--- src/design/dual_serial_host_port_defs.vh ---
// constants for the dual serial host port
// What this block does
// - first protocol to talk after power-up wins; later switch attempts ignored.
// - SPI cycle runs from frame-select falling to frame-select rising.
// - input bits sampled on SPI clock falling edges; free or gated clock.
// - frame is 24 bits; cycles with fewer falling edges are discarded.
// - three-wire cycles longer than 24 edges use only the first 24 bits.
// - frame-select high blocks clock and data, serial output released.
// - first byte holds read flag and 7-bit address; last 16 bits data.
// - serial output off after reset; on when pin mapped and enable set.
// - read is two frames; second returns flag, address, then data word.
// - serial output launched on falling or rising edge per edge select.
// - four-wire cycles of 24-multiple edges use last 24 bits, else ignored.
// - I2C target only, 7-bit addresses, no 10-bit response.
// - standard, fast and fast-plus rates, same protocol.
// - receiver acknowledges by holding data low through ninth clock high phase.
// - general call 0x00 then 0x06 resets, at ack rising edge of second byte.
// - target address 1001 plus three bits from how the address-select pin is tied (low, high, to SDA, other).
// - I2C write is address, command, MSB, LSB; update at last ack falling.
`ifndef DUAL_SERIAL_HOST_PORT_DEFS_VH
`define DUAL_SERIAL_HOST_PORT_DEFS_VH
`define SPI_FRAME_BITS   24
`define SPI_RW_BIT       23
`define SPI_ADDR_HI      22
`define SPI_ADDR_LO      16
`define I2C_ADDR_UPPER   4'h9
`define I2C_BCAST_ADDR   7'h47
`define I2C_GCALL_BYTE   8'h00
`define I2C_GCALL_RESET  8'h06
`define I2C_LAST_BYTE    2'h3
`define SYNC_STAGES      2
`endif

--- src/design/dual_serial_host_port.v ---
// auto-detecting SPI / I2C host port of the DAC
`timescale 1ns/1ps
`include "dual_serial_host_port_defs.vh"
module dual_serial_host_port (
  // clock and power-on reset
  input  wire        clock,
  input  wire        rst,
  // spi pins
  input  wire        frame_sel_n,
  input  wire        spi_clk,
  input  wire        spi_din,
  output reg         spi_dout,
  output reg         spi_dout_oe,
  // i2c pins, open drain data
  input  wire        scl_in,
  input  wire        sda_in,
  output reg         sda_out,
  output reg         sda_oe,
  input  wire        addr_select_pin,
  // configuration levels
  input  wire        gpio_is_sdo,
  input  wire        serial_out_enable,
  input  wire        out_edge_select,
  // register side
  output reg         reg_wr,
  output reg  [7:0]  reg_addr,
  output reg  [15:0] reg_wdata,
  output reg  [7:0]  rd_addr,
  input  wire [15:0] readback_word,
  // status
  output reg         spi_mode,
  output reg         i2c_mode,
  output reg         soft_reset
);

  // two-flop synchronisers for every pin
  reg [1:0] cs_sync, sck_sync, din_sync, scl_sync, sda_sync, apin_sync;
  reg       cs_prev, sck_prev, scl_prev, sda_prev;

  // spi state
  reg [23:0] in_sr;
  reg [23:0] out_sr;
  reg [4:0]  edge_mod;
  reg        seen_full;
  reg        last_din;
  reg        rd_pend;
  reg [7:0]  echo_cmd;

  // i2c state
  reg [3:0]  i_bit;
  reg [1:0]  i_byte;
  reg [7:0]  i_sr;
  reg [7:0]  i_cmd;
  reg [7:0]  i_msb;
  reg [15:0] tx_sr;
  reg        i_act, i_rd, i_tx, i_gc, i_ackph;
  reg        a_hi, a_lo, a_nsda, a_nscl;

  // decoded edges and conditions
  wire cs_n     = cs_sync[1];
  wire sck_fall = sck_prev & ~sck_sync[1];
  wire sck_rise = ~sck_prev & sck_sync[1];
  wire scl_rise = ~scl_prev & scl_sync[1];
  wire scl_fall = scl_prev & ~scl_sync[1];
  wire i_start  = scl_prev & scl_sync[1] & sda_prev & ~sda_sync[1];
  wire i_stop   = scl_prev & scl_sync[1] & ~sda_prev & sda_sync[1];
  wire sdo_on   = gpio_is_sdo & serial_out_enable;
  wire four_wire = sdo_on;

  // low address bits from what the address-select pin tracked
  function [2:0] pin_code;
    input hi, lo, nsda;
    begin
      if (!hi)
        pin_code = 3'h0;
      else if (!lo)
        pin_code = 3'h1;
      else if (!nsda)
        pin_code = 3'h2;
      else
        pin_code = 3'h3;
    end
  endfunction

  wire [2:0] my_low  = pin_code(a_hi, a_lo, a_nsda);
  wire       hit_own = (i_sr[7:1] == {`I2C_ADDR_UPPER, my_low});
  wire       hit_gc  = (i_sr == `I2C_GCALL_BYTE);
  wire       hit_bc  = (i_sr[7:1] == `I2C_BCAST_ADDR) & ~i_sr[0];

  // frame acceptance at frame-select rising
  wire spi_ok3 = seen_full;
  wire spi_ok4 = seen_full & (edge_mod == 5'h00);

  // pin synchronisers, first flop feeds only the second
  always @(posedge clock) begin
    if (rst) begin
      cs_sync   <= 2'h3;
      sck_sync  <= 2'h0;
      din_sync  <= 2'h0;
      scl_sync  <= 2'h3;
      sda_sync  <= 2'h3;
      apin_sync <= 2'h0;
      cs_prev   <= 1'b1;
      sck_prev  <= 1'b0;
      scl_prev  <= 1'b1;
      sda_prev  <= 1'b1;
    end else begin
      cs_sync   <= {cs_sync[0], frame_sel_n};
      sck_sync  <= {sck_sync[0], spi_clk};
      din_sync  <= {din_sync[0], spi_din};
      scl_sync  <= {scl_sync[0], scl_in};
      sda_sync  <= {sda_sync[0], sda_in};
      apin_sync <= {apin_sync[0], addr_select_pin};
      cs_prev   <= cs_sync[1];
      sck_prev  <= sck_sync[1];
      scl_prev  <= scl_sync[1];
      sda_prev  <= sda_sync[1];
    end
  end

  // interface detection, cleared only by power-on reset
  always @(posedge clock) begin
    if (rst) begin
      spi_mode <= 1'b0;
      i2c_mode <= 1'b0;
    end else if (!spi_mode && !i2c_mode) begin
      if (cs_prev && !cs_n)
        spi_mode <= 1'b1;
      else if (i_start)
        i2c_mode <= 1'b1;
    end
  end

  // spi engine; idle unless spi was detected first
  always @(posedge clock) begin
    if (rst) begin
      in_sr       <= 24'h000000;
      out_sr      <= 24'h000000;
      edge_mod    <= 5'h00;
      seen_full   <= 1'b0;
      last_din    <= 1'b0;
      spi_dout    <= 1'b0;
      spi_dout_oe <= 1'b0;
    end else begin
      // output only inside a frame, only when mapped and enabled
      spi_dout_oe <= spi_mode & ~cs_n & sdo_on;
      if (rd_pend) begin
        // readback word arrives one cycle after its address goes out
        out_sr  <= {echo_cmd, readback_word};
      end
      if (spi_mode && cs_n) begin
        // clock and data blocked between frames
        edge_mod <= 5'h00;
        seen_full <= 1'b0;
        spi_dout <= out_sr[23];
      end else if (spi_mode) begin
        if (sck_fall) begin
          last_din <= din_sync[1];
          // three-wire keeps first 24 bits, four-wire the latest 24
          if (four_wire || !seen_full)
            in_sr <= {in_sr[22:0], din_sync[1]};
          if (edge_mod == 5'd23) begin
            edge_mod  <= 5'h00;
            seen_full <= 1'b1;
          end else begin
            edge_mod <= edge_mod + 5'h01;
          end
        end
        // launch edge chosen by edge select; rising waits for a falling first
        if ((!out_edge_select && sck_fall) ||
            (out_edge_select && sck_rise && (seen_full || edge_mod != 5'h00))) begin
          out_sr   <= {out_sr[22:0], out_edge_select ? last_din : din_sync[1]};
          spi_dout <= out_sr[22];
        end
      end
    end
  end

  // link logic, register strobes and i2c engine
  always @(posedge clock) begin
    if (rst) begin
      reg_wr     <= 1'b0;
      reg_addr   <= 8'h00;
      reg_wdata  <= 16'h0000;
      rd_addr    <= 8'h00;
      soft_reset <= 1'b0;
      rd_pend    <= 1'b0;
      echo_cmd   <= 8'h00;
      sda_out    <= 1'b0;
      sda_oe     <= 1'b0;
      i_bit      <= 4'h0;
      i_byte     <= 2'h0;
      i_sr       <= 8'h00;
      i_cmd      <= 8'h00;
      i_msb      <= 8'h00;
      tx_sr      <= 16'h0000;
      i_act      <= 1'b0;
      i_rd       <= 1'b0;
      i_tx       <= 1'b0;
      i_gc       <= 1'b0;
      i_ackph    <= 1'b0;
      a_hi       <= 1'b0;
      a_lo       <= 1'b0;
      a_nsda     <= 1'b0;
      a_nscl     <= 1'b0;
    end else begin
      reg_wr     <= 1'b0;
      soft_reset <= 1'b0;
      // readback load request lives here only, so it has a single driver
      rd_pend    <= 1'b0;
      // spi frame end: accept, then write or arm readback
      if (spi_mode && !cs_prev && cs_n && (four_wire ? spi_ok4 : spi_ok3)) begin
        if (in_sr[`SPI_RW_BIT]) begin
          rd_addr  <= {1'b0, in_sr[`SPI_ADDR_HI:`SPI_ADDR_LO]};
          echo_cmd <= in_sr[23:16];
          rd_pend  <= 1'b1;
        end else begin
          reg_wr    <= 1'b1;
          reg_addr  <= {1'b0, in_sr[`SPI_ADDR_HI:`SPI_ADDR_LO]};
          reg_wdata <= in_sr[15:0];
        end
      end
      if (!i2c_mode && !(i_start && !spi_mode)) begin
        // spi owns the port or neither interface is detected yet; i2c stays released
        sda_oe <= 1'b0;
      end else if (i_start) begin
        // start or repeated start restarts byte framing
        i_bit   <= 4'h0;
        i_byte  <= 2'h0;
        i_act   <= 1'b0;
        i_tx    <= 1'b0;
        i_gc    <= 1'b0;
        i_ackph <= 1'b0;
        sda_oe  <= 1'b0;
        a_hi    <= 1'b0;
        a_lo    <= 1'b0;
        a_nsda  <= 1'b0;
        a_nscl  <= 1'b0;
      end else if (i_stop) begin
        // controller ends the transfer; bus released
        i_act   <= 1'b0;
        i_tx    <= 1'b0;
        i_bit   <= 4'h0;
        i_ackph <= 1'b0;
        sda_oe  <= 1'b0;
      end else begin
        // track the address pin through the first byte
        if (i_byte == 2'h0 && i_bit != 4'h8) begin
          a_hi   <= a_hi | apin_sync[1];
          a_lo   <= a_lo | ~apin_sync[1];
          a_nsda <= a_nsda | (apin_sync[1] ^ sda_sync[1]);
          a_nscl <= a_nscl | (apin_sync[1] ^ scl_sync[1]);
        end
        if (scl_rise) begin
          if (i_bit != 4'h8) begin
            i_sr  <= {i_sr[6:0], sda_sync[1]};
            i_bit <= i_bit + 4'h1;
          end else if (i_tx && sda_sync[1]) begin
            // controller not-acknowledge ends the read
            i_tx  <= 1'b0;
            i_act <= 1'b0;
          end else if (i_gc && i_byte == 2'h1 && i_sr == `I2C_GCALL_RESET) begin
            soft_reset <= 1'b1;
          end
        end
        if (scl_fall) begin
          if (i_bit == 4'h8 && !i_ackph) begin
            // end of a byte: decide on the acknowledge
            i_ackph <= 1'b1;
            sda_oe  <= 1'b0;
            if (i_byte == 2'h0) begin
              i_act  <= hit_own | hit_gc | hit_bc;
              i_rd   <= hit_own & i_sr[0];
              i_gc   <= hit_gc;
              sda_oe <= hit_own | hit_gc | hit_bc;
            end else if (i_act && !i_tx) begin
              sda_oe <= 1'b1;
              if (i_byte == 2'h1) begin
                i_cmd   <= i_sr;
                rd_addr <= i_sr;
              end
              if (i_byte == 2'h2)
                i_msb <= i_sr;
            end
          end else if (i_bit == 4'h8) begin
            // falling edge closing the ack bit
            i_ackph <= 1'b0;
            i_bit   <= 4'h0;
            sda_oe  <= 1'b0;
            if (i_byte != `I2C_LAST_BYTE)
              i_byte <= i_byte + 2'h1;
            if (i_act && i_rd && i_byte == 2'h0) begin
              i_tx   <= 1'b1;
              tx_sr  <= readback_word;
              sda_oe <= ~readback_word[15];
            end else if (i_tx) begin
              tx_sr  <= {tx_sr[14:0], 1'b0};
              sda_oe <= ~tx_sr[14];
            end
            if (i_act && !i_tx && !i_rd && !i_gc && i_byte == `I2C_LAST_BYTE) begin
              reg_wr    <= 1'b1;
              reg_addr  <= i_cmd;
              reg_wdata <= {i_msb, i_sr};
            end
          end else if (i_tx) begin
            // next data bit while transmitting
            tx_sr  <= {tx_sr[14:0], 1'b0};
            sda_oe <= ~tx_sr[14];
          end
        end
      end
    end
  end

endmodule // dual_serial_host_port

--- config.mk ---
export PLATFORM = sky130hd
export DESIGN_NAME = dual_serial_host_port
export DESIGN_NICKNAME = d
export VERILOG_FILES = /design/src/design/dual_serial_host_port.v
export VERILOG_INCLUDE_DIRS = /design/src /design/src/design
export SDC_FILE = /design/constraint.sdc
export NUM_CORES = 1
export LEC_CHECK = 0
export BUFFER_PORTS_ARGS = -buffer_cell sky130_fd_sc_hd__clkbuf_2
export CAP_MARGIN = 0
export CORE_MARGIN = 1
export CORE_UTILIZATION = 42
export DETAILED_ROUTE_END_ITERATION = 16
export SLEW_MARGIN = 10
export SYNTH_ARGS = -nofsm -noshare
export SYNTH_HDL_FRONTEND = slang
export SYNTH_SLANG_ARGS = --single-unit
--- constraint.sdc ---
create_clock -name clock -period 6.5 [get_ports clock]
set_input_delay 0.975 -clock clock [delete_from_list [all_inputs] [get_ports clock]]
set_output_delay 0.975 -clock clock [all_outputs]
set_load 0.01 [all_outputs]
==> qor.yml, run 1 <==
routed_wl_mm: 16.3
fmax_mhz: 337
cp_data_arrival_time_ns: 3.28
hold_class: "reg2reg"
vias: 5673
syn_nets: 851
die-area_um2: 17900
area_growth_pct: 12.6
clk_pin_slew_ns: 0.06
cts_resized: 0
p_clk_share_pct: 46.2
antenna_cells: 0
r2r-start: "i_byte[1]"
gr-total-overflow: 0
hpwl_mm: 10.3
slowest_stage: "nor2_2"
skew_ns: 0.00543
synth_top_area_share_pct: 47.2
drt_iter0_markers: 472
clk_latency_ns: 0.42
status: "finished, final reports clean"
antenna_found_initial: 0
maxCapViolCount: 0
p_switching_mw: 0.441
ys_seq_area_share_pct: 47.2
comb_power_share_pct: 2.4
crit_start: "i_byte[1]"
max_slew_margin_pct: 24.0
cpPeakStageDelay_ns: 0.81
viasPerCell: 5.27
cts-buffers-inserted: 17
die_h_um: 134
ctsHoldBuffers: 0
ant_nets: 0
finalCriticalPeriod_ns: 2.96
clk_path_buf_depth: 2
drive_gt1_share_pct: 15.7
port_buffers: 65
cts_root_buffer: "clkbuf_16"
grt_pass1_wl_mm: 26.8
grt_max_degree: 100
clock-sinks: 172
dr.pass1.iters: 7
finalCritPeriodShare_pct: 45.6
finalHoldViolations: 0
cp.required_ns: 6.82
sw_frac_of_total_pct: 21.2
fp.dieW_um: 134
htree_num_levels: 4
power_mw: 2.07
crit_type: "reg2reg"
std_cell_rows: 47
globalplace.congestion: 0.775
critPathCaptureType: "flip-flop"
leakagePower_nw: 3.11
synth_area_um2: 7290
nets: 878
dpl.cell_count: 1044
yosysWarnings: 0
cts_tree: "built"
vdd_drop_max_v: 0.000218
routedWlPerCell_um: 15.1
crit_path_cell_trace: "inv_1, ha_1, nand3_1, nor2_2, o21a_1, nor2_1, a211oi_1"
setup_violations: 0
netlist_top_cells_area: "dfxtp_1 (47%), mux2i_1 (9.5%), a211oi_1 (6.7%)"
instances_no_fill: 1076
post_cts_buffers: 0
grt_use_total_pct: 18.8
finalMaxSlewViolations: 0
r2r_slack_ns: 3.54
avgSynthCellArea_um2: 8.93
synth-edff-count: 0
synth_cell_types: 58
core_area_um2: 16800
multi_input_area_um2: 3530
yosysTopAreaCell: "dfxtp_1"
fill_cells: 1655
p_int_mw: 1.63
power_density_nw_per_um2: 253
synth_seq_cells: 172
critical_path_peak_fanout: 28
rsz0062_at_grt: "false"
pin_count: 67
grt_pass1_vias: 5292
pwr-share-seq_pct: 51.4
synth_cells: 816
ys_async_sr_fraction_pct: 0
initial_utilization_pct: 43.5
worstMarginPinSlew_ns: 1.14
crit_path_start_kind: "flip-flop"
hold_start: "scl_sync[0]"
ff_latch_area_um2: 3440
drc: 0
setup_tns_ns: 0
synthFlopType: "dfxtp_1"
[placed cells by master, fill, tap and decap left out, types with 3 or more instances in the layout]
cell       synthesis  routed
nand3_1           17      17
nor2_1            96      96
ha_1               8       8
nor3b_1            4       4
xor2_1             3       3
o21ai_0           10       9
dfxtp_1          172     172
nand2_1          106     106
nand4b_1           3       3
nand4_1            3       3
a21oi_2            8       8
nand2_2            9       9
nor3_1            12      12
clkbuf_1          35       6
or2_2             10      10
clkbuf_16          0      17
a31oi_1            9       9
clkbuf_2           0      64
nand3b_1           4       4
a211oi_1          65      64
a21oi_1           63      63
clkinv_2           0       3
o21bai_1           7       7
nor4_1             3       3
inv_1             14      14
clkbuf_8           0       3
and4b_1            4       4
o211ai_1           4       4
nor2b_1           13      13
a22o_1             4       4
buf_4              3       5
mux2i_1           69      69
[final timing paths]
kind            endpoint  cells past startpoint
max             tx_sr[6]                      7
min          scl_sync[1]                      1
max reg2reg     tx_sr[6]                      7
min reg2reg  scl_sync[1]                      1
[final cells by class]
type | instances | area share [%]
timing repair buffer | 69 | 4.36
clock inverter | 6 | 0.747
sequential | 172 | 42.0
tap | 220 | 3.35
multi-input combinational | 569 | 43.0
inverter | 14 | 0.640
clock buffer | 26 | 5.96
[cells by family after synthesis]
family / synth area share [%]
compound gates: 16.5
xor+xnor: 0.481
fa+ha+maj: 1.37
buf+inv: 4.57
flops: 47.2
mux: 9.63
other cells: 0.0515
simple gates: 20.1
[Yosys cell counts (all sizes together), types with 3 or more instances]
library cell,count
o211ai,4
dfxtp,172
or2,10
mux2i,69
and4b,4
nor4,4
nand2,115
or4,3
nand4b,4
clkbuf,35
inv,14
o21ai,10
o21bai,7
buf,26
nor3b,4
xor2,3
nor3,12
a211oi,65
a22o,4
nor4b,3
a31oi,9
ha,8
nand3,17
nor2,97
nand3b,4
nand4,3
nor2b,13
a21oi,71
[layer usage]
metal,track usage (%),vias to the layer above,wire [µm]
met4,7.32,0,215
met3,3.31,14,500
li1,-,2911,-
met1,26.0,2658,8170
met2,29.1,90,7410
met5,0,-,0
[sequential cells by signal, summed over array words and instances, names as in the netlist, 2 cells and up]
register and cells:
apin_sync 2, cs_sync 2, din_sync 2, echo_cmd 8
edge_mod 5, i_bit 4, i_byte 2, i_cmd 8
i_msb 8, i_sr 8, in_sr 24, out_sr 24
rd_addr 8, reg_addr 8, reg_wdata 16, sck_sync 2
scl_sync 2, sda_sync 2, tx_sr 15
[stage by stage]
step	util, %	hold slack, ns	worst slack (ns)	instance area, µm²
CTS	49.0	0.414	3.51	8210
global route	49.0	0.427	3.18	8210
global placement	45.7	0.394	3.41	7660
floorplan	-	0.389	4.34	7290
detailed placement	45.7	0.397	3.38	7660
finish	49.0	0.411	3.54	8210
[worst max-delay path, delay by kind of cell, from the launching register on]
family	cells	cell delay, ns
buf+inv	1	0.09
compound gates	2	1.06
fa+ha+maj	1	0.26
flops	1	0.34
simple gates	3	1.09
[power groups by stage]
stage	clock (mW)	combinational (mW)	sequential [mW]
6_report	0.958	0.0495	1.07
4_1_cts	0.981	0.0498	1.07
3_5_place_dp	0	0.0497	1.09
3_3_place_gp	0	0.0499	1.09
2_1_floorplan	0	0.0340	1.09
5_1_grt	1.02	0.0552	1.07
Note: power is estimated with default switching activity, not from simulation.
==> run 2, diff against run 1 <==
Clock period 6.5 ns to 2.9 ns, I/O delays scaled along.
==> qor.yml, run 2 (synthesis gave the netlist of run 1 again) <==
status: "finished, final reports clean"  # unchanged
power_density_nw_per_um2: 596  # was 253 nW/µm²
post-route-util_pct: 49.9  # was 49.0%
r2r_slack_ns: 0.54  # was 3.54 ns
p_switching_mw: 0.963  # was 0.441 mW
area_growth_pct: 14.8  # was 12.6%
comb_power_share_pct: 2.3  # was 2.4%
cts_resized: 0  # unchanged
cts_root_buffer: "clkbuf_16"  # unchanged
vias: 5722  # was 5673
multi_input_area_um2: 3530  # unchanged
routed_wl_mm: 16.2  # was 16.3 mm
cpPeakStageDelay_ns: 0.44  # was 0.81 ns
crit_path_cell_trace: "inv_1, ha_1, or3b_4, nor4_4, buf_4, and2_1, nand2_2, a21oi_2"  # was inv_1, ha_1, nand3_1, nor2_2, o21a_1, nor2_1, a211oi_1
holdPathStages: 2  # was 1
rsz0062_at_grt: "false"  # unchanged
r2r_end: "i_msb[2]"  # was tx_sr[6]
grt_pass1_wl_mm: 27.1  # was 26.8 mm
crit_type: "reg2reg"  # unchanged
viasPerCell: 5.29  # was 5.27
critPathCaptureType: "flip-flop"  # unchanged
grt_use_total_pct: 19.0  # was 18.8%
slowest_stage: "and2_1"  # was nor2_2
maxCapViolCount: 0  # unchanged
std_cell_rows: 47  # unchanged
setup_violations: 0  # unchanged
p_int_mw: 4.02  # was 1.63 mW
pin_count: 67  # unchanged
drc: 0  # unchanged
antenna_found_initial: 0  # unchanged
dr.pass1.iters: 6  # was 7
grt_max_degree: 68  # was 100
critical_path_peak_fanout: 9  # was 28
vdd_drop_max_v: 0.000433  # was 0.000218 V
setup_tns_ns: 0  # unchanged
hold_class: "in2reg"  # was reg2reg
holdPathEnd: "cs_sync[0]"  # was scl_sync[1]
crit_path_start_kind: "flip-flop"  # unchanged
hpwl_mm: 10.7  # was 10.3 mm
ant_nets: 0  # unchanged
drt_iter0_markers: 386  # was 472
clk_path_buf_depth: 2  # unchanged
p_clk_share_pct: 49.8  # was 46.2%
drive_gt1_share_pct: 16.7  # was 15.7%
finalMaxSlewViolations: 0  # unchanged
port_buffers: 65  # unchanged
gr-total-overflow: 0  # unchanged
antenna_cells: 0  # unchanged
placed_area_um2: 7720  # was 7660 µm²
globalplace.congestion: 0.834  # was 0.775
cts-buffers-inserted: 17  # unchanged
max_slew_margin_pct: 41.2  # was 24.0%
die-area_um2: 17900  # unchanged
pwr-share-seq_pct: 47.9  # was 51.4%
finalCritPeriodShare_pct: 81.5  # was 45.6%
leakagePower_nw: 3.20  # was 3.11 nW
fp.dieW_um: 134  # unchanged
fmax_mhz: 423  # was 337 MHz
htree_num_levels: 4  # unchanged
final_cell_mix: "dfxtp_1 (172), nand2_1 (106), nor2_1 (96)"  # unchanged
skew_ns: 0.0122  # was 0.00543 ns
rr_worst_depth: 8  # was 7
cp.required_ns: 3.26  # was 6.82 ns
post_cts_buffers: 0  # unchanged
dpl.cell_count: 1052  # was 1044
finalHoldViolations: 0  # unchanged
initial_utilization_pct: 43.5  # unchanged
fill_cells: 1636  # was 1655
finalCriticalPeriod_ns: 2.36  # was 2.96 ns
routedWlPerCell_um: 14.9  # was 15.1 µm
r2r-start: "i_byte[0]"  # was i_byte[1]
clk_latency_ns: 0.43  # was 0.42 ns
sw_frac_of_total_pct: 19.3  # was 21.2%
grt_pass1_vias: 5322  # was 5292
final_common_cell: "dfxtp_1"  # unchanged
clk_pin_slew_ns: 0.06  # about the same
reg.largest.list: "in_sr x24, out_sr x24, reg_wdata x16"  # unchanged
instances_no_fill: 1082  # was 1076
cts_tree: "built"  # unchanged
die_h_um: 134  # unchanged
fin_area_um2: 8370  # was 8210 µm²
ff_latch_area_um2: 3440  # unchanged
ctsHoldBuffers: 0  # unchanged
hold_start: "frame_sel_n"  # was scl_sync[0]
cp_data_arrival_time_ns: 2.72  # was 3.28 ns
clock-sinks: 172  # unchanged
worstMarginPinSlew_ns: 0.881  # was 1.14 ns
nets: 886  # was 878
core_area_um2: 16800  # unchanged
## run 2: area by class of cell
| class | instances | share of cell area, % |
|---|---|---|
| clock buffer | 23 | 5.83 |
| clock inverter | 7 | 1.91 |
| timing repair buffer | 77 | 5.00 |
| sequential | 172 | 41.2 |
| inverter | 14 | 0.628 |
| multi-input combinational | 569 | 42.2 |
| tap | 220 | 3.29 |
## run 2: per-stage QoR
step	power (mW)	hold WS [ns]	setup slack [ns]
6_report	4.99	0.191	0.537
5_1_grt	5.14	0.177	0.404
4_1_cts	5.04	0.177	0.529
3_5_place_dp	2.56	0.394	0.541
3_3_place_gp	2.56	0.397	0.621
2_1_floorplan	2.51	0.389	0.859
## run 2: power groups by stage
stage / logic [mW] / clock network (mW) / registers (mW)
3_3_place_gp: 0.115 / 0 / 2.44
3_5_place_dp: 0.114 / 0 / 2.44
2_1_floorplan: 0.0761 / 0 / 2.44
4_1_cts: 0.114 / 2.54 / 2.39
5_1_grt: 0.125 / 2.63 / 2.39
6_report: 0.113 / 2.48 / 2.39
## run 2: worst max-delay path by stage
stage               startpoint        to  slack (ns)  depth (start not counted)
global placement     i_byte[0]  i_msb[1]        0.62                          8
floorplan            i_byte[0]  i_msb[6]        0.86                          8
detailed placement   i_byte[0]  i_msb[2]        0.54                          8
global route         i_byte[0]  i_msb[3]        0.40                          8
finish               i_byte[0]  i_msb[2]        0.54                          8
CTS                  i_byte[0]  i_msb[2]        0.53                          8
## run 2: per-layer routing
layer | part of all wire [%] | vias up | GRT usage (%)
met3 | 4.0 | 15 | 4.30
li1 | - | 2930 | -
met2 | 45 | 96 | 28.9
met1 | 50 | 2681 | 26.6
met4 | 1.0 | 0 | 6.00
met5 | 0 | - | 0
## run 2: critical path: cells and delay by family (launching register included)
kind / cells / cell delay (ns)
AND/OR/NAND/NOR: 4 / 1.22
flip-flops: 1 / 0.39
buffers and inverters: 2 / 0.28
adder cells (fa/ha/maj): 1 / 0.25
AO/OA/AOI/OAI: 1 / 0.15
